--- src/pkg/cfs_defs.svh ---
// Purpose: Constants of the flow program sequencer
// Assumes: Included by the package and by every module that needs them
// Notes:   Opcodes other than the jump are local encodings
`ifndef CFS_DEFS_SVH
`define CFS_DEFS_SVH

// ----------------------------------------
// Sizes
// ----------------------------------------
`define CFS_LANES      16
`define CFS_PC_W       12
`define CFS_STK_DEPTH  4'h8
`define CFS_STK_PTR_W  4
`define CFS_NCONST     32
`define CFS_PC_RESET   12'h000
`define CFS_PC_ONE     12'h001
`define CFS_FS_ADDR    12'h000

// ----------------------------------------
// Field positions of the high word, and of the target in the low word
// ----------------------------------------
`define CFS_F_CNT_LSB   0
`define CFS_F_CNT_W     7
`define CFS_F_CONST_LSB 8
`define CFS_F_COND_LSB  13
`define CFS_F_OP_LSB    22
`define CFS_F_ORD_BIT   30
`define CFS_F_ADDR_LSB  0

// ----------------------------------------
// Opcodes of op_select_field
// ----------------------------------------
`define CFS_OP_NOP       8'h00
`define CFS_OP_ALU       8'h01
`define CFS_OP_TEX       8'h02
`define CFS_OP_GDS       8'h03
`define CFS_OP_TEX_FS    8'h04
`define CFS_OP_LOOP_IDX  8'h05
`define CFS_OP_LOOP_FREE 8'h06
`define CFS_OP_LOOP_REP  8'h07
`define CFS_OP_LOOP_END  8'h08
`define CFS_OP_BREAK     8'h09
`define CFS_OP_CONT      8'h0a
`define CFS_OP_CALL      8'h0b
`define CFS_OP_RET       8'h0c
`define CFS_OP_PUSH      8'h0d
`define CFS_OP_POP       8'h0e
`define CFS_OP_ELSE      8'h0f
`define CFS_OP_JUMP      8'h10
`define CFS_OP_EMIT      8'h11
`define CFS_OP_EMIT_CUT  8'h12
`define CFS_OP_CUT       8'h13
`define CFS_OP_WSYNC     8'h14
`define CFS_OP_IRQ       8'h15
`define CFS_OP_PRIO_UP   8'h16
`define CFS_OP_PRIO_DN   8'h17
`define CFS_OP_LDS_FREE  8'h18
`define CFS_OP_END       8'h19
`define CFS_OP_ALU_SYNC  8'h1a

// ----------------------------------------
// Condition codes
// ----------------------------------------
`define CFS_COND_ALWAYS 2'h0
`define CFS_COND_ACTIVE 2'h1
`define CFS_COND_PRED   2'h2
`define CFS_COND_PRED_N 2'h3

`endif

--- src/pkg/cfs_pkg.sv ---
// Purpose: Types of the flow program sequencer
// Assumes: cfs_defs.svh on the include path
// Notes:   All module state travels as packed structs
package cfs_pkg;
`include "cfs_defs.svh"

	typedef logic [`CFS_LANES-1:0] cfs_mask_t;
	typedef logic [`CFS_PC_W-1:0]  cfs_pc_t;

	typedef enum logic [1:0] {K_MASK, K_LOOP, K_LOOP_FREE, K_RET} cfs_kind_e;
	typedef enum logic [1:0] {C_ALU, C_TEX, C_GDS} cfs_ckind_e;
	typedef enum logic [3:0] {S_IDLE, S_FETCH_LO, S_FETCH_HI, S_EXEC, S_ISSUE, S_SYNC,
		S_END, S_ERR} cfs_state_e;

	typedef struct packed {
		cfs_kind_e  kind;
		cfs_mask_t  mask;
		cfs_mask_t  live;
		logic [7:0] cnt;
		logic [7:0] idx;
		logic [7:0] inc;
		cfs_pc_t    addr;
	} cfs_entry_s;

	typedef struct packed {
		logic [7:0] op;
		logic       ord;
		logic [1:0] cond;
		logic [4:0] cidx;
		logic [6:0] cnt;
		cfs_pc_t    addr;
	} cfs_instr_s;

	typedef struct packed {
		cfs_ckind_e kind;
		cfs_pc_t    addr;
		logic [7:0] num;
		cfs_mask_t  mask;
		logic       ord;
		logic       sync;
	} cfs_clause_s;

	typedef struct packed {
		logic [7:0] count;
		logic [7:0] init;
		logic [7:0] inc;
	} cfs_lconst_s;

	typedef struct packed {
		logic emit;
		logic cut;
		logic irq;
		logic prio_up;
		logic prio_dn;
		logic lds_free;
		logic done;
		logic err;
	} cfs_event_s;

	typedef struct packed {
		cfs_entry_s [`CFS_STK_DEPTH-1:0] mem;
		logic [`CFS_STK_PTR_W-1:0]       ptr;
	} cfs_stk_s;

	typedef struct packed {
		cfs_state_e  state;
		cfs_pc_t     pc;
		logic [31:0] base;
		logic [31:0] lo;
		logic [31:0] hi;
		cfs_mask_t   mask;
		cfs_clause_s cl;
		cfs_event_s  ev;
	} cfs_top_s;

endpackage

--- src/rtl/cfs_sequencer.sv ---
// Purpose: Sequencer of a flow_program of two-word instructions
// Assumes: All ports share REF_CLK_I; memory answers with IMEM_VALID_I
// Notes:   One wavefront; clauses run in external execution units
`timescale 1ns/100ps
`include "cfs_defs.svh"
module cfs_sequencer
(
	input  wire logic                REF_CLK_I,
	input  wire logic                RST_I,
	input  wire logic                START_I,
	input  wire logic [31:0]         PGM_BASE_I,
	input  wire cfs_pkg::cfs_mask_t  ACT_MASK_I,
	input  wire cfs_pkg::cfs_mask_t  PRED_I,
	output logic                     IMEM_REQ_O,
	output logic [31:0]              IMEM_ADDR_O,
	input  wire logic                IMEM_VALID_I,
	input  wire logic [31:0]         IMEM_DATA_I,
	output logic                     CLAUSE_VALID_O,
	output cfs_pkg::cfs_clause_s     CLAUSE_O,
	input  wire logic                CLAUSE_READY_I,
	input  wire logic                CLAUSE_IDLE_I,
	output logic [4:0]               LCONST_SEL_O,
	input  wire cfs_pkg::cfs_lconst_s LCONST_I,
	output logic [7:0]               LOOP_INDEX_O,
	output logic                     WSYNC_REQ_O,
	input  wire logic                WSYNC_GO_I,
	output cfs_pkg::cfs_event_s      EVENT_O,
	output cfs_pkg::cfs_mask_t       ACTIVE_MASK_O,
	output logic                     BUSY_O,
	output logic                     HALTED_O
);
	import cfs_pkg::*;

	cfs_top_s   st_reg;
	cfs_top_s   st_next;
	cfs_instr_s ins;
	cfs_entry_s stk_top;
	cfs_entry_s stk_din;
	logic       stk_push;
	logic       stk_pop;
	logic       stk_wr;
	logic       stk_full;
	logic       stk_empty;
	logic       fault;
	logic       go;
	cfs_mask_t  cmask;
	cfs_mask_t  left;
	cfs_pc_t    pc_inc;

	// ----------------------------------------
	// Helpers
	// ----------------------------------------
	// Byte address of one word of an instruction pair
	function automatic logic [31:0] word_addr(logic [31:0] b, cfs_pc_t pc, logic hi);
		word_addr = b + {17'h00000, pc, hi, 2'h0};
	endfunction

	// Pixels that pass a condition
	function automatic cfs_mask_t cond_mask(logic [1:0] c, cfs_mask_t m, cfs_mask_t p);
		unique case (c)
			`CFS_COND_ALWAYS, `CFS_COND_ACTIVE: cond_mask = m;
			`CFS_COND_PRED:                     cond_mask = m & p;
			`CFS_COND_PRED_N:                   cond_mask = m & ~p;
		endcase
	endfunction

	// ----------------------------------------
	// Submodules
	// ----------------------------------------
	cfs_decode u_dec
	(
		.lo_i  (st_reg.lo),
		.hi_i  (st_reg.hi),
		.ins_o (ins)
	);

	cfs_stack u_stk
	(
		.clk_i   (REF_CLK_I),
		.rst_i   (RST_I),
		.push_i  (stk_push),
		.pop_i   (stk_pop),
		.wr_i    (stk_wr),
		.din_i   (stk_din),
		.top_o   (stk_top),
		.full_o  (stk_full),
		.empty_o (stk_empty)
	);

	// ----------------------------------------
	// Outputs
	// ----------------------------------------
	assign IMEM_REQ_O     = st_reg.state == S_FETCH_LO || st_reg.state == S_FETCH_HI;
	assign IMEM_ADDR_O    = word_addr(st_reg.base, st_reg.pc, st_reg.state == S_FETCH_HI);
	assign CLAUSE_VALID_O = st_reg.state == S_ISSUE;
	assign CLAUSE_O       = st_reg.cl;
	assign LCONST_SEL_O   = ins.cidx;
	assign LOOP_INDEX_O   = stk_top.idx;
	assign WSYNC_REQ_O    = st_reg.state == S_SYNC;
	assign EVENT_O        = st_reg.ev;
	assign ACTIVE_MASK_O  = st_reg.mask;
	assign BUSY_O         = st_reg.state != S_IDLE && st_reg.state != S_ERR;
	assign HALTED_O       = st_reg.state == S_ERR;

	// Common terms of the execute step
	assign go     = st_reg.state == S_EXEC && (!ins.ord || CLAUSE_IDLE_I);
	assign cmask  = cond_mask(ins.cond, st_reg.mask, PRED_I);
	assign left   = st_reg.mask & ~cmask;
	assign pc_inc = st_reg.pc + `CFS_PC_ONE;

	// ----------------------------------------
	// Sequencer next state
	// ----------------------------------------
	always_comb
	begin
		st_next  = st_reg;
		st_next.ev = '0;
		stk_push = 1'b0;
		stk_pop  = 1'b0;
		stk_wr   = 1'b0;
		stk_din  = stk_top;
		fault    = 1'b0;
		unique case (st_reg.state)
			S_IDLE, S_ERR:
				if (START_I)
				begin
					st_next.pc    = `CFS_PC_RESET;
					st_next.base  = PGM_BASE_I;
					st_next.mask  = ACT_MASK_I;
					st_next.state = S_FETCH_LO;
				end
			S_FETCH_LO:
				if (IMEM_VALID_I)
				begin
					st_next.lo    = IMEM_DATA_I;
					st_next.state = S_FETCH_HI;
				end
			S_FETCH_HI:
				if (IMEM_VALID_I)
				begin
					st_next.hi    = IMEM_DATA_I;
					st_next.state = S_EXEC;
				end
			S_EXEC:
				if (go)
				begin
					st_next.pc    = pc_inc;
					st_next.state = S_FETCH_LO;
					unique case (ins.op)
						`CFS_OP_NOP:
							st_next.pc = pc_inc;
						`CFS_OP_ALU, `CFS_OP_ALU_SYNC, `CFS_OP_TEX, `CFS_OP_GDS,
						`CFS_OP_TEX_FS:
						begin
							// Clause launch: kind, start, entries plus one
							st_next.cl.kind = (ins.op == `CFS_OP_TEX || ins.op == `CFS_OP_TEX_FS)
								? C_TEX : (ins.op == `CFS_OP_GDS) ? C_GDS : C_ALU;
							st_next.cl.addr = (ins.op == `CFS_OP_TEX_FS)
								? `CFS_FS_ADDR : ins.addr;
							st_next.cl.num  = {1'b0, ins.cnt} + 8'h01;
							st_next.cl.mask = cmask;
							st_next.cl.ord  = ins.ord;
							st_next.cl.sync = ins.op == `CFS_OP_ALU_SYNC;
							if (ins.cond == `CFS_COND_ALWAYS || cmask != '0)
								st_next.state = S_ISSUE;
						end
						`CFS_OP_LOOP_IDX, `CFS_OP_LOOP_REP, `CFS_OP_LOOP_FREE:
						begin
							// Open a loop frame; a zero trip count jumps past the end, except for a free loop
							stk_din.kind = (ins.op == `CFS_OP_LOOP_FREE) ? K_LOOP_FREE : K_LOOP;
							stk_din.mask = st_reg.mask;
							stk_din.live = st_reg.mask;
							stk_din.cnt  = LCONST_I.count;
							stk_din.idx  = (ins.op == `CFS_OP_LOOP_IDX) ? LCONST_I.init : 8'h00;
							stk_din.inc  = (ins.op == `CFS_OP_LOOP_IDX) ? LCONST_I.inc : 8'h00;
							stk_din.addr = ins.addr;
							if (ins.op != `CFS_OP_LOOP_FREE && LCONST_I.count == 8'h00)
								st_next.pc = ins.addr + `CFS_PC_ONE;
							else if (stk_full)
								fault = 1'b1;
							else
								stk_push = 1'b1;
						end
						`CFS_OP_LOOP_END:
							if (stk_empty || stk_top.kind == K_MASK || stk_top.kind == K_RET)
								fault = 1'b1;
							else if ((stk_top.kind == K_LOOP_FREE || stk_top.cnt != 8'h01)
								&& stk_top.live != '0)
							begin
								// Next iteration with the pixels that did not break
								stk_wr        = 1'b1;
								stk_din.cnt   = stk_top.cnt - 8'h01;
								stk_din.idx   = stk_top.idx + stk_top.inc;
								st_next.mask  = stk_top.live;
								st_next.pc    = ins.addr + `CFS_PC_ONE;
							end
							else
							begin
								stk_pop      = 1'b1;
								st_next.mask = stk_top.mask;
							end
						`CFS_OP_BREAK:
							if (stk_empty)
								fault = 1'b1;
							else
							begin
								// Broken pixels leave this and all later iterations
								stk_wr       = 1'b1;
								stk_din.live = stk_top.live & ~cmask;
								st_next.mask = left;
								if (left == '0)
									st_next.pc = ins.addr;
							end
						`CFS_OP_CONT:
						begin
							// Continuing pixels sleep until the loop end
							st_next.mask = left;
							if (left == '0)
								st_next.pc = ins.addr;
						end
						`CFS_OP_CALL:
							if (cmask != '0)
							begin
								stk_din.kind = K_RET;
								stk_din.mask = st_reg.mask;
								stk_din.addr = pc_inc;
								if (stk_full)
									fault = 1'b1;
								else
								begin
									stk_push     = 1'b1;
									st_next.mask = cmask;
									st_next.pc   = ins.addr;
								end
							end
						`CFS_OP_RET:
							if (stk_empty)
								fault = 1'b1;
							else
							begin
								stk_pop      = 1'b1;
								st_next.mask = stk_top.mask;
								st_next.pc   = stk_top.addr;
							end
						`CFS_OP_PUSH:
						begin
							stk_din.kind = K_MASK;
							stk_din.mask = st_reg.mask;
							if (stk_full)
								fault = 1'b1;
							else
								stk_push = 1'b1;
						end
						`CFS_OP_POP:
							if (stk_empty)
								fault = 1'b1;
							else
							begin
								stk_pop      = 1'b1;
								st_next.mask = stk_top.mask;
							end
						`CFS_OP_ELSE:
							st_next.mask = (stk_empty ? '1 : stk_top.mask) & ~st_reg.mask;
						`CFS_OP_JUMP:
							if (ins.cond == `CFS_COND_ALWAYS || cmask == '0)
								st_next.pc = ins.addr;
						`CFS_OP_EMIT, `CFS_OP_EMIT_CUT:
						begin
							st_next.ev.emit = 1'b1;
							st_next.ev.cut  = ins.op == `CFS_OP_EMIT_CUT;
						end
						`CFS_OP_CUT:
							st_next.ev.cut = 1'b1;
						`CFS_OP_WSYNC:
							st_next.state = S_SYNC;
						`CFS_OP_IRQ:
							st_next.ev.irq = 1'b1;
						`CFS_OP_PRIO_UP:
							st_next.ev.prio_up = 1'b1;
						`CFS_OP_PRIO_DN:
							st_next.ev.prio_dn = 1'b1;
						`CFS_OP_LDS_FREE:
							st_next.ev.lds_free = 1'b1;
						`CFS_OP_END:
							st_next.state = S_END;
						default:
							fault = 1'b1;
					endcase
				end
			S_ISSUE:
				if (CLAUSE_READY_I)
					st_next.state = S_FETCH_LO;
			S_SYNC:
				if (WSYNC_GO_I)
					st_next.state = S_FETCH_LO;
			S_END:
				if (CLAUSE_IDLE_I)
				begin
					st_next.state   = S_IDLE;
					st_next.ev.done = 1'b1;
				end
		endcase
		// Stack misuse or an unknown opcode halts the wavefront
		if (fault)
		begin
			st_next.state  = S_ERR;
			st_next.pc     = st_reg.pc;
			st_next.ev.err = 1'b1;
			stk_push       = 1'b0;
			stk_pop        = 1'b0;
			stk_wr         = 1'b0;
		end
	end

	// State register
	always_ff @(posedge REF_CLK_I or posedge RST_I)
	begin
		if (RST_I)
			st_reg <= '0;
		else
			st_reg <= st_next;
	end
endmodule // cfs_sequencer

--- src/rtl/cfs_decode.sv ---
// Purpose: Splits a fetched word pair into instruction fields
// Assumes: Low word from +0, high word from +4
// Notes:   Purely combinational
`timescale 1ns/100ps
`include "cfs_defs.svh"
module cfs_decode
(
	input  wire logic [31:0]    lo_i,
	input  wire logic [31:0]    hi_i,
	output cfs_pkg::cfs_instr_s ins_o
);
	import cfs_pkg::*;

	// ----------------------------------------
	// Field extraction
	// ----------------------------------------
	// Opcode, flags and counts sit in the high word, the target in the low word
	always_comb
	begin
		ins_o.op   = hi_i[`CFS_F_OP_LSB +: 8];
		ins_o.ord  = hi_i[`CFS_F_ORD_BIT];
		ins_o.cond = hi_i[`CFS_F_COND_LSB +: 2];
		ins_o.cidx = hi_i[`CFS_F_CONST_LSB +: 5];
		ins_o.cnt  = hi_i[`CFS_F_CNT_LSB +: `CFS_F_CNT_W];
		ins_o.addr = lo_i[`CFS_F_ADDR_LSB +: `CFS_PC_W];
	end
endmodule // cfs_decode

--- src/rtl/cfs_stack.sv ---
// Purpose: Shared stack for masks, loop counters and return addresses
// Assumes: Caller never pushes and pops in one cycle
// Notes:   Overflowing or underflowing requests are dropped
`timescale 1ns/100ps
`include "cfs_defs.svh"
module cfs_stack
(
	input  wire logic               clk_i,
	input  wire logic               rst_i,
	input  wire logic               push_i,
	input  wire logic               pop_i,
	input  wire logic               wr_i,
	input  wire cfs_pkg::cfs_entry_s din_i,
	output cfs_pkg::cfs_entry_s      top_o,
	output logic                     full_o,
	output logic                     empty_o
);
	import cfs_pkg::*;

	cfs_stk_s                    s_reg;
	cfs_stk_s                    s_next;
	logic [`CFS_STK_PTR_W-2:0]   top_idx;

	// ----------------------------------------
	// Pointer and top entry
	// ----------------------------------------
	assign top_idx = (`CFS_STK_PTR_W-1)'(s_reg.ptr - 4'h1);
	assign full_o  = s_reg.ptr == `CFS_STK_DEPTH;
	assign empty_o = s_reg.ptr == 4'h0;
	assign top_o   = s_reg.mem[top_idx];

	// Push, pop or rewrite of the top entry
	always_comb
	begin
		s_next = s_reg;
		if (push_i && !full_o)
		begin
			s_next.mem[s_reg.ptr[`CFS_STK_PTR_W-2:0]] = din_i;
			s_next.ptr = s_reg.ptr + 4'h1;
		end
		else if (pop_i && !empty_o)
			s_next.ptr = s_reg.ptr - 4'h1;
		else if (wr_i && !empty_o)
			s_next.mem[top_idx] = din_i;
	end

	// State register
	always_ff @(posedge clk_i or posedge rst_i)
	begin
		if (rst_i)
			s_reg <= '0;
		else
			s_reg <= s_next;
	end
endmodule // cfs_stack

--- config.mk ---
export PLATFORM = sky130hd
export DESIGN_NAME = cfs_sequencer
export DESIGN_NICKNAME = d
export VERILOG_FILES = /design/src/pkg/cfs_pkg.sv /design/src/rtl/cfs_sequencer.sv /design/src/rtl/cfs_decode.sv /design/src/rtl/cfs_stack.sv
export VERILOG_INCLUDE_DIRS = /design/src /design/src/pkg
export SDC_FILE = /design/constraint.sdc
export NUM_CORES = 2
export LEC_CHECK = 0
export BUFFER_PORTS_ARGS = -buffer_cell sky130_fd_sc_hd__buf_2
export CORE_MARGIN = 3
export CORE_UTILIZATION = 50
export DETAILED_ROUTE_END_ITERATION = 12
export GPL_TIMING_DRIVEN = 0
export PLACE_DENSITY = 0.68
export RECOVER_POWER = 25
export SYNTH_ARGS = -nofsm -noshare
export SYNTH_HDL_FRONTEND = slang
export SYNTH_SLANG_ARGS = --single-unit
--- constraint.sdc ---
create_clock -name REF_CLK_I -period 80 [get_ports REF_CLK_I]
set_input_delay 20 -clock REF_CLK_I [delete_from_list [all_inputs] [get_ports REF_CLK_I]]
set_output_delay 20 -clock REF_CLK_I [all_outputs]
set_load 0.02 [all_outputs]
* After elaboration in Yosys (flattened, before gate mapping)
Cells that the tools add are included.
** Word-level totals
- Output and inout port bits :: 114
- Register bits after elaboration :: 719
- Input bits :: 127
- Logic and storage cells :: 309
** Cells by class
- Muxes and demuxes :: 103
- Add/subtract/negate cells :: 8
- Reductions and logical operators :: 50
- Equality and inequality tests :: 58
- Bitwise gates (word level) :: 9
- Magnitude comparators :: 4
** Operators with widths (count)
- 560-bit bitwise mux :: 2
- 560-bit two-way mux :: 2
- 564-bit two-way mux :: 1
- 70-bit demux with 3-bit select :: 2
- 70-bit two-way mux :: 5
- 70-bit binary-select mux with 3-bit select :: 1
- 16-bit two-way mux :: 13
- 12-bit two-way mux :: 11
- 16-bit case mux with 2 select lines :: 3
- 16-bit case mux with 6 select lines :: 1
- 8-bit by 5-bit == test with 1-bit output, second input constant :: 11
- 12-bit case mux with 7 select lines :: 1
- 16-bit AND :: 5
- 8-bit by 4-bit == test with 1-bit output, second input constant :: 8
- 62-bit two-way mux :: 1
- 18-bit case mux with 3 select lines :: 1
- 48-bit two-way mux :: 1
- 16-bit NOT :: 3
- 12-bit case mux with 2 select lines :: 2
- 16-bit case mux with 3 select lines :: 1
- 40-bit two-way mux :: 1
- 32-bit by 15-bit adder with 32-bit output :: 1
- 8-bit by 3-bit == test with 1-bit output, second input constant :: 4
- 16-bit zero test :: 2
- other kinds (55) :: 149

* Logic depth before layout (Yosys ltp)
- Depth in word-level cells :: 16
- Depth in mapped cells :: 27
- Mapped depth without buffers :: 18

* Cells and area by module
Synthesis repeated with hierarchy kept, for this count alone.
** Unflattened totals
- Cell total of the unflattened synthesis :: 3007
- Area total of the unflattened synthesis :: 38495.7 um2
** Modules (own cells, without submodules)
- cfs_stack :: cells an instance 1513, sequential area each 14113.5 um2, area each 25857.3 um2, instances 1
- cfs_sequencer :: cells an instance 1459, sequential area each 4379.2 um2, area each 12375.6 um2, instances 1
- cfs_decode :: cells an instance 35, sequential area each 0.0 um2, area each 262.8 um2, instances 1

* Least setup slack after synthesis
No wires, ideal clock.
- Path kind :: reg2out
- Start :: register u_stk.s_reg[0] in the netlist's numbering
- End :: output LOOP_INDEX_O[3]
- Data required time :: 60000 ps
- Setup slack :: 55230 ps
- Cell stages (with the launch flop) :: 16
- Path buffers :: 10
- Arrival time :: 4770 ps
- Path through :: dfrtp_1 > buf_2 > inv_1 > buf_2 > clkbuf_1 > buf_1 > clkbuf_1 > ha_1 > buf_2 > clkinv_1 > buf_1 > buf_2 > buf_1 > buf_1 > mux4_2 > nand2_1
** Between the ends
- Word-level cells in the longest chain between the ends :: 3
** Ends and longest elaborated chain
- from (decl) :: line cfs_stack.sv:20 : cfs_stk_s s_reg;
- from (signal assigned) :: line cfs_stack.sv:53 : s_reg <= s_next;
- 4-bit by 1-bit subtractor with 4-bit output
- 70-bit binary-select mux with 3-bit select :: line cfs_stack.sv:30 : assign top_o = s_reg.mem[top_idx];
- 70-bit two-way mux (not written as such) :: line cfs_stack.sv:30
- to (decl) :: line cfs_sequencer.sv:24 : output logic [7:0] LOOP_INDEX_O,
No other way between the ends. The select of a mux whose other input is x is not followed.

==> impl_metrics.prom <==
# TYPE chip_impl_metric gauge
chip_impl_metric{name="fp.dieW",unit="um"} 275
chip_impl_metric{name="drtAntennaViolNets",unit=""} 0
chip_impl_metric{name="post_cts.resized_instances",unit=""} 0
chip_impl_metric{name="max-slew-margin-rel",unit="%"} -341
chip_impl_metric{name="final_non_filler_cell_area",unit="mm^2"} 0.0411
chip_impl_info{name="holdCritPathClass",value="flip-flop to flip-flop"} 1
chip_impl_metric{name="footprint_of_the_multi_input_gates",unit="mm^2"} 0.0164
chip_impl_metric{name="vdd_drop_max",unit="V"} 0.0000198
chip_impl_info{name="holdCritStartpoint",value="u_stk.s_reg[328]"} 1
chip_impl_info{name="kind_of_capture_point_of_the_worst_setup_path",value="asynchronous set/reset pin"} 1
chip_impl_metric{name="nets",unit=""} 4253
chip_impl_metric{name="finalHoldWorstSlack",unit="ns"} 0.475
chip_impl_metric{name="syn_area",unit="mm^2"} 0.0361
chip_impl_metric{name="final_period_minus_worst_setup_slack",unit="ns"} 30.81
chip_impl_metric{name="drv_slew",unit=""} 377
chip_impl_metric{name="max_slew.worst_pin.slew",unit="ns"} 6.62
chip_impl_info{name="crit_path_start_kind",value="input pin"} 1
chip_impl_metric{name="wl",unit="um"} 135000
chip_impl_info{name="result_of_the_run",value="complete, but fails checks"} 1
chip_impl_metric{name="postSynthCellCount",unit=""} 3780
chip_impl_metric{name="drv.max_cap_violation_count",unit=""} 3
chip_impl_info{name="worst_hold_path.endpoint",value="u_stk.s_reg[328]"} 1
chip_impl_metric{name="cts-root-to-sink-buffers",unit=""} 3
chip_impl_metric{name="crit_required",unit="ns"} 79.10
chip_impl_metric{name="drc_errors",unit=""} 0
chip_impl_info{name="root_buffer",value="sky130_fd_sc_hd__clkbuf_16"} 1
chip_impl_info{name="grt_setup_unrepaired",value="no"} 1
chip_impl_metric{name="cts_made_buffers",unit=""} 76
chip_impl_metric{name="fmax",unit="MHz"} 32.5
chip_impl_metric{name="post-route-util",unit="%"} 58.0
chip_impl_metric{name="die_y",unit="um"} 275
chip_impl_metric{name="rows",unit=""} 97
chip_impl_metric{name="met2_length",unit="um"} 58800
chip_impl_metric{name="postSynthRegisterBits",unit=""} 710
chip_impl_info{name="worstReg2RegStart",value="u_stk.s_reg[0]"} 1
chip_impl_metric{name="detailed_place_hpwl",unit="um"} 94200
chip_impl_metric{name="report.final.hold_viol_count",unit=""} 0
chip_impl_metric{name="finClkSkew",unit="ns"} 0.0300
chip_impl_metric{name="floorplan.io_pins",unit=""} 241
chip_impl_metric{name="count_of_buffers_inserted_at_the_top_level_ports",unit=""} 232
chip_impl_metric{name="timing.final.crit_share",unit="%"} 38.5
chip_impl_metric{name="clock-sinks",unit=""} 710
chip_impl_metric{name="layout.cells.non_filler",unit=""} 5096
chip_impl_metric{name="antenna_found_initial",unit=""} 2
chip_impl_metric{name="routed_via_density",unit=""} 6.30
chip_impl_metric{name="overflow",unit=""} 0
chip_impl_metric{name="rrSetupSlack",unit="ns"} 68.53
chip_impl_metric{name="timing.final.setup_violations",unit=""} 0
chip_impl_metric{name="first_global_vias",unit=""} 31108
chip_impl_metric{name="grt_usage",unit="%"} 35.3
chip_impl_metric{name="place.detailed.instances",unit=""} 4959
chip_impl_info{name="final_cell_mix",value="855 x sky130_fd_sc_hd__nand2_1, 710 x sky130_fd_sc_hd__dfrtp_1, 623 x sky130_fd_sc_hd__o21ai_0"} 1
chip_impl_metric{name="synthArstFlopShare",unit="%"} 100
chip_impl_metric{name="worstHoldPathCells",unit=""} 2
chip_impl_metric{name="largest_register_ffs",unit=""} 564
chip_impl_metric{name="mean_area_per_synthesized_cell",unit="um^2"} 9.55
chip_impl_metric{name="floorplan.initialDensity",unit="%"} 51.0
chip_impl_metric{name="post_synth_edffs",unit=""} 0
chip_impl_info{name="rr_endpoint",value="u_stk.s_reg[311]"} 1
chip_impl_info{name="clock_tree_from_tritoncts",value="done"} 1
chip_impl_metric{name="area_delta_synth_final",unit="%"} 13.7
chip_impl_metric{name="critical_path_peak_fanout",unit=""} 123
chip_impl_metric{name="postCtsSetupBuffers",unit=""} 0
chip_impl_info{name="worstSetupPathType",value="input pin to asynchronous set/reset pin"} 1
chip_impl_metric{name="avgRoutedWirePerCell",unit="um"} 26.4
chip_impl_metric{name="synth.yosys.seq_area_share",unit="%"} 49.2
chip_impl_metric{name="ys_types",unit=""} 96
chip_impl_metric{name="seqCellArea",unit="mm^2"} 0.0178
chip_impl_metric{name="setup_ws",unit="ns"} 49.19
chip_impl_metric{name="total_of_fill_cells_in_the_finished_design",unit=""} 6350
chip_impl_info{name="ys_dominant_reg_cell",value="sky130_fd_sc_hd__dfrtp_1"} 1
chip_impl_metric{name="dr_wl_met3",unit="um"} 15700
chip_impl_metric{name="clk_latency",unit="ns"} 0.64
chip_impl_metric{name="clkTransAtPathRegs",unit="ns"} 0.06
chip_impl_metric{name="cts-hold-fix-buffers",unit=""} 0
chip_impl_info{name="topRoutingLayerUsed",value="met4"} 1
chip_impl_metric{name="grt_pass1_wl",unit="um"} 199000
chip_impl_metric{name="finalPower",unit="mW"} 1.13
chip_impl_metric{name="mappedNetlistNets",unit=""} 3936
chip_impl_metric{name="ff2ff_path_depth",unit=""} 27
chip_impl_metric{name="worst-endpoint-arrival",unit="ns"} 29.91
chip_impl_metric{name="drtIter0Drc",unit=""} 4182
chip_impl_metric{name="detail_route.first_pass.iterations",unit=""} 6
chip_impl_metric{name="cts-htree-levels",unit=""} 3
chip_impl_info{name="violations",value="capacitance limit, slew limit"} 1
chip_impl_metric{name="fp.coreArea",unit="mm^2"} 0.0708
chip_impl_metric{name="gp_congestion",unit=""} 0.983
chip_impl_metric{name="synthesis.yosys.warnings",unit=""} 0
chip_impl_metric{name="share_of_cells_above_drive_strength_1",unit="%"} 18.2
chip_impl_metric{name="leakage",unit="nW"} 18.5
chip_impl_metric{name="post_dp_cell_area",unit="mm^2"} 0.0386
chip_impl_metric{name="pin_count_of_the_biggest_net_entering_global_routing",unit=""} 130
chip_impl_metric{name="power_density",unit="mW/mm^2"} 27.6
chip_impl_metric{name="setup-tns-final",unit="ns"} 0
chip_impl_metric{name="detailroute.via_count",unit=""} 32093
chip_impl_info{name="layout.cells.most_common",value="sky130_fd_sc_hd__nand2_1"} 1
chip_impl_metric{name="design.die.area",unit="mm^2"} 0.0755
chip_impl_metric{name="met1Wirelength",unit="um"} 52000
chip_impl_metric{name="dp_slack",unit="ns"} 51.23
critical path: stages:
cell	delay [ns]
sky130_fd_sc_hd__buf_2	0.10
sky130_fd_sc_hd__clkinvlp_2	0.10
sky130_fd_sc_hd__clkbuf_1	4.57
sky130_fd_sc_hd__clkbuf_1	4.93
area by class of cell:
| class | count | area share [%] |
|---|---|---|
| tap | 940 | 2.86 |
| clock buffer | 123 | 5.67 |
| antenna | 1 | 0.00609 |
| sequential | 710 | 43.3 |
| timing repair buffer | 239 | 3.07 |
| clock inverter | 13 | 0.442 |
| buffer | 350 | 4.42 |
| inverter | 42 | 0.387 |
| multi-input combinational | 2678 | 39.9 |
how the worst max path moves through the flow:
stage | startpoint | endpoint | slack [ns] | cells after the start
after floorplan | RST_I | ACTIVE_MASK_O[0] | 40.09 | 1
after global placement | RST_I | u_stk.s_reg[120] | 32.02 | 2
after detailed placement | u_stk.s_reg[0] | LOOP_INDEX_O[2] | 51.23 | 16
after CTS | u_stk.s_reg[0] | LOOP_INDEX_O[2] | 50.55 | 16
after global routing | RST_I | u_stk.s_reg[551] | 47.04 | 4
final | RST_I | ACTIVE_MASK_O[4] | 49.19 | 4
cell families (layout without fill, tap and decap cells):
group,count (synthesis),count (layout),share of synthesized area [%]
other cells,0,1,0
simple gates,1194,1194,14.0
fa+ha+maj,29,29,1.05
buf+inv,392,767,5.47
compound gates,1107,1107,17.8
flops,710,710,49.2
mux,274,274,10.6
xor+xnor,74,74,1.87
power by group:
group          switching, mW  internal (mW)
combinational          0.234          0.119
clock                  0.151          0.209
sequential            0.0313          0.390
total                  0.416          0.718
layer usage:
| layer | vias up | track usage, % |
|---|---|---|
| li1 | 13919 | - |
| met1 | 15749 | 46.9 |
| met2 | 2001 | 53.0 |
| met3 | 424 | 9.25 |
| met4 | 0 | 19.5 |
| met5 | - | 0.0642 |
synth_stat cells (all sizes together), types with 6 or more instances:
cell type  number  share of area (%)
a211oi         21               0.45
a21o           12               0.25
a21oi         108                1.5
a221oi         24               0.73
a222oi         16               0.44
a22o           12               0.29
a22oi          31               0.64
a311oi         12               0.34
a31oi          16               0.28
and3           33               0.57
buf           223                3.7
clkbuf        127                1.3
dfrtp         710                 49
ha             27               0.94
inv            40               0.42
mux2           80                2.5
mux2i         117                3.3
mux4           77                4.8
nand2         856                8.9
nand2b         14               0.24
nand3          53               0.75
nand4           7               0.12
nor2          110                1.2
nor2b          17               0.29
nor3           35               0.57
nor3b          14               0.29
nor4           12               0.25
o211a           6               0.19
o211ai          8               0.17
o21ai         746                 10
o22ai          26               0.47
o31ai          10               0.22
or3            16               0.29
or4             6               0.12
xnor2          44                1.1
xor2           30               0.75
Note: power is estimated with default switching activity, not from simulation.
